**src/mur_pkg.sv**
```systemverilog
// shared constants and types for the measurement register access block
package mur_pkg;

    ////////////////////////////////////////////////////////////////////////
    // widths and control/status byte layout
    localparam int DATA_W        = 16;
    localparam int CTRL_W        = 8;
    localparam int NUM_W         = 6;
    localparam int ESCALE_W      = 3;
    localparam int CTRL_MODE_BIT = 7;
    localparam int CTRL_WR_BIT   = 6;
    localparam logic [7:0] CTRL_WR_MASK  = 8'h40;
    localparam logic [7:0] STAT_ERR_MASK = 8'h40;

    ////////////////////////////////////////////////////////////////////////
    // register numbers as carried in the control byte
    localparam logic [5:0] REG_FW     = 6'h09;
    localparam logic [5:0] REG_CODE   = 6'h1F;
    localparam logic [5:0] REG_FEAT   = 6'h20;
    localparam logic [5:0] REG_ESCALE = 6'h23;
    localparam logic [5:0] REG_UVTH   = 6'h24;
    localparam logic [5:0] REG_TDIV   = 6'h25;
    localparam logic [5:0] REG_MMPER  = 6'h26;
    localparam logic [5:0] REG_MCYC   = 6'h27;

    ////////////////////////////////////////////////////////////////////////
    // storage slots for the user registers, with defaults and masks
    localparam int SLOT_N = 6;
    localparam logic [2:0] S_FEAT    = 3'h0;
    localparam logic [2:0] S_ESCALE  = 3'h1;
    localparam logic [2:0] S_UVTH    = 3'h2;
    localparam logic [2:0] S_TDIV    = 3'h3;
    localparam logic [2:0] S_MMPER   = 3'h4;
    localparam logic [2:0] S_MCYC    = 3'h5;
    localparam logic [2:0] SLOT_NONE = 3'h7;
    localparam logic [15:0] SLOT_RST [SLOT_N] = '{16'h0000, 16'h0004,
        16'h0064, 16'h0001, 16'h00C8, 16'h0032};
    localparam logic [15:0] SLOT_MASK [SLOT_N] = '{16'h00FD, 16'hFFFF,
        16'hFFFF, 16'hFFFF, 16'hFFFF, 16'hFFFF};
    localparam int FEAT_SCALE_BIT   = 0;
    localparam int FEAT_AUTOCLR_BIT = 7;
    localparam logic [15:0] ESCALE_MAX  = 16'h0006;
    localparam logic [15:0] CODE_UNLOCK = 16'h1235;
    localparam logic [15:0] CODE_RST    = 16'h0000;
    // arbitrary neutral revision text, two ascii characters
    localparam logic [15:0] FW_REV_DEF  = 16'h3030;

    ////////////////////////////////////////////////////////////////////////
    // timing
    localparam int CLK_PERIOD_NS = 50;
    localparam int MS_NS         = 1000000;
    localparam int MS_CYCLES     = MS_NS / CLK_PERIOD_NS;
    localparam int MINMAX_RES_MS = 10;
    localparam int TMR_W         = 20;

    typedef enum logic {MUR_DIV_IDLE, MUR_DIV_RUN} mur_div_state_t;

endpackage

```
**src/mur_div_if.sv**
```systemverilog
// request and answer signals of the current divider
`timescale 1ns/1ps
interface mur_div_if;
    logic                          start;
    logic [mur_pkg::DATA_W-1:0]    dividend;
    logic [mur_pkg::DATA_W-1:0]    divisor;
    logic                          busy;
    logic                          done;
    logic [mur_pkg::DATA_W-1:0]    quotient;
    modport req (output start, dividend, divisor,
                 input  busy, done, quotient);
    modport srv (input  start, dividend, divisor,
                 output busy, done, quotient);
endinterface

```
**src/mur_divider.sv**
```systemverilog
// sequential restoring divider for transformer ratio scaling
`timescale 1ns/1ps
module mur_divider (
    input  wire logic   sys_clk,
    input  wire logic   srst,
    mur_div_if.srv      div
);
    localparam int W = mur_pkg::DATA_W;
    localparam int CW = $clog2(W);

    mur_pkg::mur_div_state_t state_q;
    logic [W-1:0]            rem_q;
    logic [W-1:0]            quo_q;
    logic [W-1:0]            dsr_q;
    logic [CW-1:0]           cnt_q;
    logic                    done_q;
    logic [W:0]              trial;

    // one quotient bit per cycle, trial subtract of shifted remainder
    assign trial = {rem_q, quo_q[W-1]} - {1'b0, dsr_q};

    always_ff @(posedge sys_clk) begin
        if (srst) begin
            state_q <= mur_pkg::MUR_DIV_IDLE;
            rem_q   <= '0;
            quo_q   <= '0;
            dsr_q   <= '0;
            cnt_q   <= '0;
            done_q  <= 1'b0;
        end else begin
            done_q <= 1'b0;
            case (state_q)
                mur_pkg::MUR_DIV_IDLE: begin
                    if (div.start) begin
                        rem_q   <= '0;
                        quo_q   <= div.dividend;
                        dsr_q   <= div.divisor;
                        cnt_q   <= '0;
                        state_q <= mur_pkg::MUR_DIV_RUN;
                    end
                end
                mur_pkg::MUR_DIV_RUN: begin
                    if (!trial[W]) begin
                        rem_q <= trial[W-1:0];
                        quo_q <= {quo_q[W-2:0], 1'b1};
                    end else begin
                        rem_q <= {rem_q[W-2:0], quo_q[W-1]};
                        quo_q <= {quo_q[W-2:0], 1'b0};
                    end
                    cnt_q <= cnt_q + 1'b1;
                    if (cnt_q == CW'(W - 1)) begin
                        done_q  <= 1'b1;
                        state_q <= mur_pkg::MUR_DIV_IDLE;
                    end
                end
                default: state_q <= mur_pkg::MUR_DIV_IDLE;
            endcase
        end
    end

    assign div.busy     = (state_q == mur_pkg::MUR_DIV_RUN);
    assign div.done     = done_q;
    assign div.quotient = quo_q;
endmodule

```
**src/mur_interval.sv**
```systemverilog
// interval timer counting millisecond ticks up to a programmed period
`timescale 1ns/1ps
module mur_interval #(
    parameter int CNT_W = mur_pkg::TMR_W
) (
    input  wire logic             sys_clk,
    input  wire logic             srst,
    input  wire logic             tick,
    input  wire logic             enable,
    input  wire logic [CNT_W-1:0] period,
    output logic                  fire_q
);
    logic [CNT_W-1:0] cnt_q;

    // a period of zero acts as one tick, the shortest legal interval
    always_ff @(posedge sys_clk) begin
        if (srst || !enable) begin
            cnt_q  <= '0;
            fire_q <= 1'b0;
        end else begin
            fire_q <= 1'b0;
            if (tick) begin
                if (cnt_q + 1'b1 >= period) begin
                    cnt_q  <= '0;
                    fire_q <= 1'b1;
                end else begin
                    cnt_q <= cnt_q + 1'b1;
                end
            end
        end
    end
endmodule

```
**src/mur_regaccess.sv**
```systemverilog
// register access path and user registers of the power measurement unit
`timescale 1ns/1ps
// Function
// - energy scale entries 0..6, above reserved, default 4
// - voltage below threshold sets error flag, led
// - current divided by divisor only when enabled
// - min/max cleared after period when enabled
// - measuring cycle in ms steps, default 50
// - control bit 7 selects register mode
// - control bit 6 one writes, zero reads
// - control bits 5..0 give register number
// - read returns register value, output word ignored
// - read acknowledged by echoing control byte
// - write acknowledged with bit 6 cleared
// - input word meaningless after a write
// - protected: only code register is writable
// - unlock code lifts protection, else restores
// - new values act only after restart
// - code register reads back last written code
// - firmware register returns two ascii characters
// - code cleared on every restart
// - feature bit 7 autoclear, bit 0 scaling
// - unlocked writes also go to nonvolatile store
module mur_regaccess #(
    parameter int               MS_CYCLES = mur_pkg::MS_CYCLES,
    parameter logic [15:0]      FW_REV    = mur_pkg::FW_REV_DEF
) (
    input  wire logic           sys_clk,
    input  wire logic           srst,
    input  wire logic           nvm_init,
    input  wire logic           pd_strobe,
    input  wire logic [7:0]     ctrl_byte,
    input  wire logic [15:0]    host_output_word,
    input  wire logic [15:0]    mains_voltage,
    input  wire logic [15:0]    meas_current,
    output logic [7:0]          status_byte_q,
    output logic [15:0]         device_input_word_q,
    output logic                err_led_q,
    output logic [2:0]          energy_scale_q,
    output logic [15:0]         scaled_current_q,
    output logic                measure_tick_q,
    output logic                minmax_clear_q
);
    localparam int PS_W = $clog2(MS_CYCLES);
    logic [5:0]  acc_num;
    logic        acc_wr;
    logic        acc_go;
    logic        held_q;
    logic [7:0]  last_ctrl_q;
    logic [15:0] code_q;
    logic        locked;
    logic [2:0]  wr_slot;
    logic        value_ok;
    logic        wr_en;
    logic [15:0] rd_data;
    logic [15:0] wdata;
    logic [15:0] vol_q [mur_pkg::SLOT_N];
    logic [15:0] nv_q  [mur_pkg::SLOT_N];
    logic [15:0] act_q [mur_pkg::SLOT_N];
    logic        scale_en;
    logic [PS_W-1:0] ms_cnt_q;
    logic        ms_tick_q;
    logic        meas_fire;
    logic        mm_fire;
    mur_div_if div ();
    // map a register number onto its storage slot
    function automatic logic [2:0] slot_of(input logic [5:0] n);
        if (n == mur_pkg::REG_FEAT) begin
            slot_of = mur_pkg::S_FEAT;
        end else if (n == mur_pkg::REG_ESCALE) begin
            slot_of = mur_pkg::S_ESCALE;
        end else if (n == mur_pkg::REG_UVTH) begin
            slot_of = mur_pkg::S_UVTH;
        end else if (n == mur_pkg::REG_TDIV) begin
            slot_of = mur_pkg::S_TDIV;
        end else if (n == mur_pkg::REG_MMPER) begin
            slot_of = mur_pkg::S_MMPER;
        end else if (n == mur_pkg::REG_MCYC) begin
            slot_of = mur_pkg::S_MCYC;
        end else begin
            slot_of = mur_pkg::SLOT_NONE;
        end
    endfunction
    ////////////////////////////////////////////////////////////////////////
    // control byte decode
    // register number field
    assign acc_num = ctrl_byte[mur_pkg::NUM_W-1:0];
    assign acc_wr  = ctrl_byte[mur_pkg::CTRL_WR_BIT];
    // register mode, act only on a changed control byte
    assign acc_go  = pd_strobe && ctrl_byte[mur_pkg::CTRL_MODE_BIT]
                     && (!held_q || ctrl_byte != last_ctrl_q);
    // remember the access in progress so a repeated byte is not redone
    always_ff @(posedge sys_clk) begin
        if (srst) begin
            held_q      <= 1'b0;
            last_ctrl_q <= 8'h00;
        end else if (pd_strobe) begin
            held_q      <= ctrl_byte[mur_pkg::CTRL_MODE_BIT];
            last_ctrl_q <= ctrl_byte;
        end
    end

    ////////////////////////////////////////////////////////////////////////
    // protection code register
    // cleared on restart; any write to it is taken
    always_ff @(posedge sys_clk) begin
        if (srst) begin
            code_q <= mur_pkg::CODE_RST;
        end else if (acc_go && acc_wr && acc_num == mur_pkg::REG_CODE) begin
            code_q <= host_output_word;
        end
    end
    // only the unlock value lifts protection
    assign locked = (code_q != mur_pkg::CODE_UNLOCK);
    ////////////////////////////////////////////////////////////////////////
    // user register write path
    assign wr_slot = slot_of(acc_num);
    assign wdata   = host_output_word & mur_pkg::SLOT_MASK[wr_slot];
    assign value_ok = (wr_slot != mur_pkg::S_ESCALE)
                      || (host_output_word <= mur_pkg::ESCALE_MAX);
    // protected registers refuse writes; unmapped ignored
    assign wr_en = acc_go && acc_wr && !locked && value_ok
                   && (wr_slot != mur_pkg::SLOT_NONE);
    // volatile, nonvolatile and active copy of each user register
    for (genvar i = 0; i < mur_pkg::SLOT_N; i++) begin : g_slot
        // an accepted write is also committed to the store
        always_ff @(posedge sys_clk) begin
            if (nvm_init) begin
                nv_q[i] <= mur_pkg::SLOT_RST[i];
            end else if (wr_en && wr_slot == 3'(i)) begin
                nv_q[i] <= wdata;
            end
        end
        // volatile copy answers reads at once
        always_ff @(posedge sys_clk) begin
            if (nvm_init) begin
                vol_q[i] <= mur_pkg::SLOT_RST[i];
            end else if (srst) begin
                vol_q[i] <= nv_q[i];
            end else if (wr_en && wr_slot == 3'(i)) begin
                vol_q[i] <= wdata;
            end
        end
        // the working copy reloads only on restart
        always_ff @(posedge sys_clk) begin
            if (nvm_init) begin
                act_q[i] <= mur_pkg::SLOT_RST[i];
            end else if (srst) begin
                act_q[i] <= nv_q[i];
            end
        end
    end

    ////////////////////////////////////////////////////////////////////////
    // read data mux, sharing the slot decode of the write path
    always_comb begin
        rd_data = 16'h0000;
        if (acc_num == mur_pkg::REG_FW) begin
            rd_data = FW_REV;
        // code register reads back the last code
        end else if (acc_num == mur_pkg::REG_CODE) begin
            rd_data = code_q;
        end else if (wr_slot != mur_pkg::SLOT_NONE) begin
            rd_data = vol_q[wr_slot];
        end
    end

    ////////////////////////////////////////////////////////////////////////
    // answer bytes; in process mode they carry the error flag and current
    always_ff @(posedge sys_clk) begin
        if (srst) begin
            status_byte_q       <= 8'h00;
            device_input_word_q <= 16'h0000;
        end else if (pd_strobe) begin
            if (!ctrl_byte[mur_pkg::CTRL_MODE_BIT]) begin
                // error flag in the status byte
                status_byte_q <= err_led_q ? mur_pkg::STAT_ERR_MASK : 8'h00;
                device_input_word_q <= scaled_current_q;
            end else if (acc_go) begin
                if (acc_wr) begin
                    // write ack clears the direction bit
                    status_byte_q <= ctrl_byte & ~mur_pkg::CTRL_WR_MASK;
                    // no data after a write, zero is driven
                    device_input_word_q <= 16'h0000;
                end else begin
                    // read ack echoes the control byte
                    status_byte_q <= ctrl_byte;
                    device_input_word_q <= rd_data;
                end
            end
        end
    end

    ////////////////////////////////////////////////////////////////////////
    // undervoltage detection
    // compare against the working threshold
    always_ff @(posedge sys_clk) begin
        if (srst) begin
            err_led_q <= 1'b0;
        end else begin
            err_led_q <= (mains_voltage < act_q[mur_pkg::S_UVTH]);
        end
    end
    // energy unit select follows the working entry
    always_ff @(posedge sys_clk) begin
        if (srst) begin
            energy_scale_q <= mur_pkg::SLOT_RST[mur_pkg::S_ESCALE][2:0];
        end else begin
            energy_scale_q <= act_q[mur_pkg::S_ESCALE][2:0];
        end
    end

    ////////////////////////////////////////////////////////////////////////
    // current scaling; a zero divisor falls back to 1:1 to avoid garbage
    // scaling only when the feature bit is set
    assign scale_en = act_q[mur_pkg::S_FEAT][mur_pkg::FEAT_SCALE_BIT]
                      && (act_q[mur_pkg::S_TDIV] != 16'h0000);
    assign div.start    = scale_en && !div.busy;
    assign div.dividend = meas_current;
    assign div.divisor  = act_q[mur_pkg::S_TDIV];
    mur_divider u_div (
        .sys_clk (sys_clk),
        .srst    (srst),
        .div     (div)
    );
    // divided result, else the raw current
    always_ff @(posedge sys_clk) begin
        if (srst) begin
            scaled_current_q <= 16'h0000;
        end else if (!scale_en) begin
            scaled_current_q <= meas_current;
        end else if (div.done) begin
            scaled_current_q <= div.quotient;
        end
    end

    ////////////////////////////////////////////////////////////////////////
    // millisecond enable pulse shared by both interval timers
    always_ff @(posedge sys_clk) begin
        if (srst) begin
            ms_cnt_q  <= '0;
            ms_tick_q <= 1'b0;
        end else if (ms_cnt_q == PS_W'(MS_CYCLES - 1)) begin
            ms_cnt_q  <= '0;
            ms_tick_q <= 1'b1;
        end else begin
            ms_cnt_q  <= ms_cnt_q + 1'b1;
            ms_tick_q <= 1'b0;
        end
    end
    // measuring cycle in 1 ms steps
    mur_interval #(.CNT_W(mur_pkg::TMR_W)) u_meas (
        .sys_clk (sys_clk),
        .srst    (srst),
        .tick    (ms_tick_q),
        .enable  (1'b1),
        .period  (mur_pkg::TMR_W'(act_q[mur_pkg::S_MCYC])),
        .fire_q  (meas_fire)
    );
    // min/max clear in 10 ms steps when enabled
    mur_interval #(.CNT_W(mur_pkg::TMR_W)) u_minmax (
        .sys_clk (sys_clk),
        .srst    (srst),
        .tick    (ms_tick_q),
        .enable  (act_q[mur_pkg::S_FEAT][mur_pkg::FEAT_AUTOCLR_BIT]),
        .period  (mur_pkg::TMR_W'(act_q[mur_pkg::S_MMPER]
                  * mur_pkg::MINMAX_RES_MS)),
        .fire_q  (mm_fire)
    );
    // timer pulses leave through local flops
    always_ff @(posedge sys_clk) begin
        if (srst) begin
            measure_tick_q <= 1'b0;
            minmax_clear_q <= 1'b0;
        end else begin
            measure_tick_q <= meas_fire;
            minmax_clear_q <= mm_fire;
        end
    end
endmodule

```
**config.mk**
```make
export PLATFORM = sky130hd
export DESIGN_NAME = mur_regaccess
export DESIGN_NICKNAME = d
export VERILOG_FILES = /design/src/mur_pkg.sv /design/src/mur_div_if.sv /design/src/mur_divider.sv /design/src/mur_interval.sv /design/src/mur_regaccess.sv
export SDC_FILE = /design/constraint.sdc
export NUM_CORES = 1
export LEC_CHECK = 0
export BUFFER_PORTS_ARGS = -buffer_cell sky130_fd_sc_hd__buf_2
export CAP_MARGIN = 20
export CORE_UTILIZATION = 45
export DETAILED_ROUTE_END_ITERATION = 7
export SYNTH_ARGS = -nofsm -noshare
export SYNTH_HDL_FRONTEND = slang
export SYNTH_SLANG_ARGS = --single-unit
```
**constraint.sdc**
```tcl
create_clock -name sys_clk -period 5 [get_ports sys_clk]
set_input_delay 0.25 -clock sys_clk [delete_from_list [all_inputs] [get_ports sys_clk]]
set_output_delay 0.25 -clock sys_clk [all_outputs]
set_load 0.005 [all_outputs]
```
==> results of run 1 <==
[kinds of logic after synthesis]
family          Yosys count
xor+xnor                 81
mux                      82
other cells               1
buf+inv                 203
compound gates          479
fa+ha+maj               100
flops                   443
simple gates            729
[cells in the mapped netlist (10+ instances only)]
| cell | count | area share [%] |
|---|---|---|
| a211oi_1 | 37 | 1.3 |
| a21o_1 | 38 | 1.3 |
| a21oi_1 | 148 | 3.4 |
| a221oi_1 | 18 | 0.73 |
| and2_1 | 98 | 2.8 |
| and3_1 | 42 | 1.2 |
| buf_2 | 12 | 0.28 |
| clkbuf_1 | 102 | 1.8 |
| dfxtp_1 | 182 | 17 |
| edfxtp_1 | 261 | 36 |
| ha_1 | 98 | 5.6 |
| inv_1 | 79 | 1.4 |
| mux2i_1 | 82 | 3.8 |
| nand2_1 | 182 | 3.1 |
| nand2b_1 | 13 | 0.37 |
| nand3_1 | 54 | 1.2 |
| nand3b_1 | 10 | 0.35 |
| nand4_1 | 13 | 0.37 |
| nor2_1 | 185 | 3.2 |
| nor2b_1 | 18 | 0.52 |
| nor3_1 | 19 | 0.44 |
| nor3b_1 | 21 | 0.73 |
| nor4_1 | 15 | 0.43 |
| o21ai_0 | 112 | 2.6 |
| o21ai_1 | 20 | 0.46 |
| o21bai_1 | 45 | 1.6 |
| or3_1 | 28 | 0.81 |
| xnor2_1 | 34 | 1.4 |
| xor2_1 | 46 | 1.9 |
[cell type report]
cell class / instances / area, µm²
fill: 4273 / 22700
sequential: 443 / 11500
multi-input combinational: 1493 / 9580
clock buffer: 66 / 1360
timing repair buffer: 173 / 1120
tap: 615 / 769
inverter: 79 / 297
clock inverter: 22 / 287
[worst min path at each step]
stage	depth (start not counted)	slack, ns	endpoint
6_report	2	0.04	u_div.div.quotient[7]
5_1_grt	2	0.03	u_div.div.quotient[4]
3_5_place_dp	1	0.43	energy_scale_q[2]
3_3_place_gp	1	0.42	measure_tick_q
2_1_floorplan	2	0.39	code_q[4]
4_1_cts	2	0.01	u_div.div.quotient[0]
[worst max-delay path: stages, from the launching register on]
cell and delay (ns):
edfxtp_1 0.41, ha_1 0.33, ha_1 0.23, fa_1 0.41
a21o_1 0.19, a21oi_2 0.18, nor2b_1 0.07, o21ai_1 0.18
a211oi_1 0.10, o21ai_1 0.15, a21o_1 0.15, nor2b_1 0.15
xor2_1 0.19, ha_1 0.19, o2111ai_1 0.16, or4_1 0.60
o2111ai_4 0.26, buf_6 0.18, o21ai_0 0.08, a22oi_1 0.20
nor2_1 0.06
[routing by layer]
metal,GRT usage [%],up-vias,wire [µm]
li1,-,7816,-
met5,0,-,0
met3,2.81,114,3230
met4,10.1,0,2300
met2,35.1,487,25200
met1,32.1,7740,25700
[power by group through the flow]
stage | clock [mW] | combinational (mW) | sequential [mW]
2_1_floorplan | 0 | 1.75 | 4.28
3_3_place_gp | 0 | 2.12 | 4.32
3_5_place_dp | 0 | 2.17 | 4.33
4_1_cts | 3.77 | 2.20 | 4.26
5_1_grt | 3.91 | 2.42 | 4.28
6_report | 3.71 | 2.20 | 4.26
[through the flow]
step | total power [mW] | instance area [µm²]
6_report | 10.2 | 24900
5_1_grt | 10.6 | 24900
4_1_cts | 10.2 | 24900
3_5_place_dp | 6.50 | 22900
3_3_place_gp | 6.44 | 22900
2_1_floorplan | 6.04 | 21800
[state kept, by name, summed over array words and instances (netlist names), 3 cells and up]
name,flops
last_ctrl_q,7
ms_cnt_q,15
status_byte_q,8
u_div.div.quotient,16
vol_q,96
u_div.cnt_q,4
nv_q,96
u_meas.cnt_q,20
u_div.dsr_q,16
energy_scale_q,3
u_minmax.cnt_q,20
u_div.rem_q,16
scaled_current_q,16
device_input_word_q,16
code_q,16
act_q,69
[what timing repair did]
action,CTS,global route
resized for setup,0,7
hold buffers,29,0
hold endpoints to repair,31,0
endpoints found under the setup margin,0,21
==> results by group, run 1 <==
Pwr
  – Logic pwr share: 21.7%
  – Pint: 7.31 mW
  – Pwr Density: 408 nW/µm²
  – Sw power: 2.85 mW
  – Clock power frac: 36.5%
  – Reg power frac: 41.9%
  – LEAKAGE: 9.98 nW
  – Max IR drop VDD: 256 µV
  – Switching portion of total power: 28.1%

Cells and area
  – Non-Filler Instances: 2891
  – Commonest non-fill, non-tap cell in the layout: edfxtp_1
  – Most frequent cells in the layout: edfxtp_1 (261), nor2_1 (183), nand2_1 (182), dfxtp_1 (182), a21oi_1 (147)
  – Post-layout util: 52.3%
  – Area Growth Syn to Fin: 14.6%
  – Diodes inserted: 0
  – Layout cells sized above 1: 10.6%
  – Final net count: 2397

Worst hold path
  – Worst min-delay path class: in2reg
  – HP Start: srst

Route
  – DRT iter0 DRCs: 1375
  – Antenna Violating Nets Remaining: 0
  – Via count: 16157
  – Number of remaining DRC errors: 0
  – Via/cell ratio: 5.59
  – DRT Pass-1 Iters: 6
  – DR WL/cell: 19.5 µm
  – Detailed Route WL: 56.5 mm

Global routing
  – Largest net degree at the start of global routing: 70
  – First-pass GRT wire length: 87.3 mm
  – Gr ovfl total: 0
  – Vias in the first global route: 15181
  – Total Routing Usage GR: 22.7%
  – Initial antenna violation count: 1

Synthesis
  – Largest family of logic cells by synthesized area: simple AND/OR/NAND/NOR gates
  – #FFs+latches synth: 443
  – Simple-Gate Fraction of Synth Area: 16.8%
  – Synth unique cells: 68
  – Average size of a mapped cell: 10.3 µm²
  – Number of synthesized flops with an enable pin: 261
  – Synth Area in Compound Gates: 13.7%
  – Warning count from the yosys run: 0
  – Post-Synth Adder-Cell Area: 5.83%
  – Ys async rst share: 0%
  – Synthesized area: 21700 µm²
  – Multiplexer share of the synthesized area: 3.78%
  – Post-Syn Instances: 2118
  – Post-synthesis xor/xnor area fraction: 3.35%
  – Top FF cell, synth: edfxtp_1
  – Sequential-to-total area share from yosys stat: 52.8%

Place
  – Placer congestion estimate: 0.922
  – IO buf count: 105
  – Detail Placement HPWL: 38.9 mm
  – # placed instances: 2772
  – Pre-CTS WS: 0.0855 ns

Run
  – Max Cap Viol: 0

STA
  – Rel. slew slack: 22.0%
  – Final setup vio count: 0
  – Final Max Tran Viols: 0
  – Hold_ws: 0.0382 ns
  – Fmax: 0.217 GHz
  – Final setup skew: 0.0317 ns
  – Min setup slack post-route: 0.393 ns
  – Setup_tns: 0 ns
  – Final hold vios: 0
  – Crit share post-route: 92.1%
  – RSZ-0062 raised after global routing: no
  – Slew @ Worst Pin: 1.14 ns
  – Min Tclk post-route: 4.61 ns

Floorplanning
  – Initial Utilization: 45.6%
  – Die Ht: 222 µm
  – Die width: 222 µm
  – Top-level I/O count: 106
  – Core box area: 47600 µm²
  – Row count: 80
  – Die area: 49200 µm²

Clock network
  – Clk root buf: clkbuf_16
  – CTS sink count: 443
  – CTS tree: built
  – CTS max path bufs: 3
  – CTS buffer count: 47
  – H-tree lvl count: 2
  – Clock Latency Late Sink: 0.60 ns
  – Postcts setup bufs: 0
  – Clk slew on worst S/H paths: 0.06 ns

Critical path
  – Critical path capture point type: flop
  – R2r setup slk: 0.39 ns
  – Reg2reg end: u_minmax.cnt_q[3]
  – CP Data Arrival Time: 5.05 ns
  – Worst r2r path cells: 20
  – Critical Path Sink: u_minmax.cnt_q[3]
  – CP startpoint kind: flop
  – Launch point of the worst reg-to-reg path: act_q[4][1]
  – Worst Setup SP: act_q[4][1]
  – Crit-path max FO: 11
  – Worst path required time: 5.44 ns
  – Critical path type: reg2reg

Status
  – Status: finished clean
Note: power is estimated with default switching activity, not from simulation.
==> inputs of run 2 (changes only) <==
--- a/config.mk
+++ b/config.mk
@@ -8,6 +8,7 @@
 export BUFFER_PORTS_ARGS = -buffer_cell sky130_fd_sc_hd__buf_2
 export CAP_MARGIN = 20
 export CORE_UTILIZATION = 45
+export CTS_BUF_LIST = sky130_fd_sc_hd__clkbuf_8
 export DETAILED_ROUTE_END_ITERATION = 7
 export SYNTH_ARGS = -nofsm -noshare
 export SYNTH_HDL_FRONTEND = slang
==> results by group, run 2 (synthesis gave the netlist of run 1 again) <==
Critical path
  – Worst path cell trace: ha_1 > ha_1 > fa_1 > a21o_1 > a21oi_2 > nor2b_1 > o21ai_1 > a211oi_1 > o21ai_1 > a21o_1 > nor2b_1 > xor2_1 > ha_1 > o2111ai_1 > or4_1 > o2111ai_4 > buf_6 > o21ai_0 > a22oi_1 > nor2_1
  – Launch point of the worst reg-to-reg path: act_q[4][1]
  – Reg2reg end: u_minmax.cnt_q[3]
  – Critical path capture point type: flop
  – CP Data Arrival Time: 5.12 ns (+0.07 ns)
  – CP max-delay cell: or4_1
  – CP Buf/Inv Count: 1 (unchanged)
  – Critical path type: reg2reg
  – Crit-path max FO: 11 (unchanged)
  – Cell family with most CP delay: compound AO/OA/AOI/OAI gates
  – Worst path required time: 5.49 ns (+0.05 ns)
  – CP startpoint kind: flop
  – R2r setup slk: 0.37 ns (-0.03 ns)
  – Most common cell on crit path: ha_1
  – Critical Path Max Stage Delay: 0.60 ns (about the same)
  – Worst r2r path cells: 20 (unchanged)

Pwr
  – Final Power: 9.81 mW (-3.5%)
  – Reg power frac: 43.4% (+1.5 points)
  – Max IR drop VDD: 275 µV (+7.6%)
  – Logic pwr share: 22.4% (+0.7 points)
  – Pwr Density: 394 nW/µm² (-3.4%)
  – Pint: 6.94 mW (-5.1%)
  – LEAKAGE: 10.1 nW (+1.0%)
  – Switching portion of total power: 29.3% (+1.2 points)
  – Clock power frac: 34.2% (-2.3 points)
  – Sw power: 2.87 mW (+0.54%)

Route
  – Number of remaining DRC errors: 0 (unchanged)
  – DR WL/cell: 19.3 µm (-1.2%)
  – Antenna Violating Nets Remaining: 0 (unchanged)
  – Via/cell ratio: 5.52 (-1.2%)
  – Via count: 16286 (+0.80%)
  – DRT iter0 DRCs: 1325 (-3.6%)
  – Detailed Route WL: 56.9 mm (+0.70%)
  – DRT Pass-1 Iters: 6 (unchanged)

Clock network
  – H-tree lvl count: 3 (+1)
  – Clk root buf: clkbuf_8
  – CTS tree: built
  – Clk slew on worst S/H paths: 0.06 ns (about the same)
  – Clock Latency Late Sink: 0.64 ns (+0.04 ns)
  – Postcts setup bufs: 0 (unchanged)
  – CTS sink count: 443 (unchanged)
  – CTS max path bufs: 3 (unchanged)
  – CTS buffer count: 77 (+64%)

Floorplanning
  – Row count: 80 (unchanged)
  – Core box area: 47600 µm² (unchanged)
  – Die area: 49200 µm² (unchanged)
  – Initial Utilization: 45.6% (unchanged)
  – Top-level I/O count: 106 (unchanged)
  – Die Ht: 222 µm (unchanged)
  – Die width: 222 µm (unchanged)

STA
  – Final Max Tran Viols: 0 (unchanged)
  – Fmax: 0.216 GHz (-0.55%)
  – Setup_tns: 0 ns (unchanged)
  – Rel. slew slack: 22.4% (+0.38 points)
  – Crit share post-route: 92.6% (+0.51 points)
  – Slew @ Worst Pin: 1.13 ns (-0.00562 ns)
  – RSZ-0062 raised after global routing: no
  – Min Tclk post-route: 4.63 ns (+0.0254 ns)
  – Final hold vios: 0 (unchanged)
  – Hold_ws: 0.0545 ns (+0.0162 ns)
  – Final setup skew: 0.0233 ns (-0.00843 ns)
  – Final setup vio count: 0 (unchanged)

Cells and area
  – Top flop regs: nv_q: 96 flops, vol_q: 96 flops, act_q: 69 flops
  – Commonest non-fill, non-tap cell in the layout: edfxtp_1
  – Area Growth Syn to Fin: 14.4%
  – Layout cells sized above 1: 11.9% (+1.3 points)
  – Final net count: 2433 (+1.5%)
  – Non-Filler Instances: 2948 (+2.0%)
  – Diodes inserted: 0 (unchanged)
  – Fillers: 4327 (+1.3%)
  – Fin area: 24900 µm² (-0.13%)
  – Most frequent cells in the layout: edfxtp_1 (261), nor2_1 (183), nand2_1 (182), dfxtp_1 (182), a21oi_1 (147)

Place
  – Detail Placement HPWL: 38.9 mm (unchanged)
  – Placer congestion estimate: 0.922 (unchanged)
  – IO buf count: 105 (unchanged)
  – Placed inst area: 22900 µm² (unchanged)
  – # placed instances: 2772 (unchanged)

Global routing
  – Met2 Resource Use GR: 35.3% (+0.17 points)
  – First-pass GRT wire length: 88.1 mm (+0.90%)
  – Initial antenna violation count: 0 (-1)
  – Most used routing layer: met2
  – Met3 Resource Use GR: 3.33% (+0.52 points)
  – Largest net degree at the start of global routing: 70 (unchanged)
  – Met1 Resource Use GR: 31.9% (-0.21 points)
  – Vias in the first global route: 15570 (+2.6%)
  – Gr ovfl total: 0 (unchanged)
  – Total Routing Usage GR: 23.0% (+0.22 points)

Run
  – Max Cap Viol: 0 (unchanged)

Worst hold path
  – Hold Path End: err_led_q
  – HP Start: mains_voltage[15]
  – Hold Path Depth: 4 (+2)
  – Worst min-delay path class: in2reg

Status
  – Status: finished clean
==> run 2: cell count changes in the layout (fill, tap and decap cells not counted), moves of 4 or more <==
| cell | change |
|---|---|
| clkbuf_16 | -48 |
| dlygate4sd3_1 | +6 |
| clkinv_2 | +9 |
| inv_1 | +20 |
| clkbuf_8 | +80 |
| clkbuf_1 | -9 |
| clkinv_1 | +4 |
==> run 2: how the worst max path moves through the flow <==
| stage | start | slack, ns | endpoint | cells past startpoint |
|---|---|---|---|---|
| 2_1_floorplan | act_q[4][1] | 0.38 | u_minmax.cnt_q[17] | 20 |
| 3_3_place_gp | act_q[4][1] | 0.22 | u_minmax.cnt_q[4] | 19 |
| 3_5_place_dp | act_q[4][1] | 0.09 | u_minmax.cnt_q[8] | 19 |
| 4_1_cts | act_q[4][1] | 0.06 | u_minmax.cnt_q[2] | 19 |
| 5_1_grt | act_q[4][1] | 0.03 | u_minmax.cnt_q[5] | 20 |
| 6_report | act_q[4][1] | 0.37 | u_minmax.cnt_q[3] | 20 |
==> run 2: repair_timing <==
item	CTS	global route
hold buffers	35	0
gates resized for setup	0	7
endpoints found under the setup margin	0	21
endpoints found under the hold margin	56	0
==> run 2: metrics by stage <==
step / setup WS [ns] / utilization (%)
after floorplan: 0.384 / -
after detailed placement: 0.0855 / 48.1
after CTS: 0.0612 / 52.1
after global routing: 0.0297 / 52.2
after global placement: 0.220 / 48.1
final: 0.368 / 52.2
==> run 2: layer usage <==
layer / part of all wire, % / vias up
li1: - / 7902
met1: 45 / 7738
met2: 45 / 533
met3: 6.2 / 113
met4: 3.9 / 0
met5: 0 / -
==> run 2: final cells by class <==
cell class | count | area, µm² | share of cell area, %
tap | 615 | 769 | 3.09
timing repair buffer | 179 | 1180 | 4.76
inverter | 79 | 297 | 1.19
clock buffer | 89 | 1220 | 4.93
multi-input combinational | 1493 | 9580 | 38.5
sequential | 443 | 11500 | 46.2
clock inverter | 50 | 328 | 1.32
==> run 2: worst register-to-register path: stages (launching register included) <==
cell and delay [ns]:
edfxtp_1 0.41, ha_1 0.33, ha_1 0.23, fa_1 0.41, a21o_1 0.19, a21oi_2 0.19
nor2b_1 0.07, o21ai_1 0.18, a211oi_1 0.10, o21ai_1 0.15, a21o_1 0.15, nor2b_1 0.15
xor2_1 0.19, ha_1 0.20, o2111ai_1 0.16, or4_1 0.60, o2111ai_4 0.27, buf_6 0.18
o21ai_0 0.09, a22oi_1 0.20, nor2_1 0.06
==> run 2: power by group through the flow <==
stage                     Combinational (mW)  Sequential [mW]  Clock [mW]
after detailed placement                2.17             4.33           0
after global routing                    2.42             4.28        3.58
final                                   2.20             4.26        3.35
after floorplan                         1.75             4.28           0
after global placement                  2.12             4.32           0
after CTS                               2.20             4.26        3.43
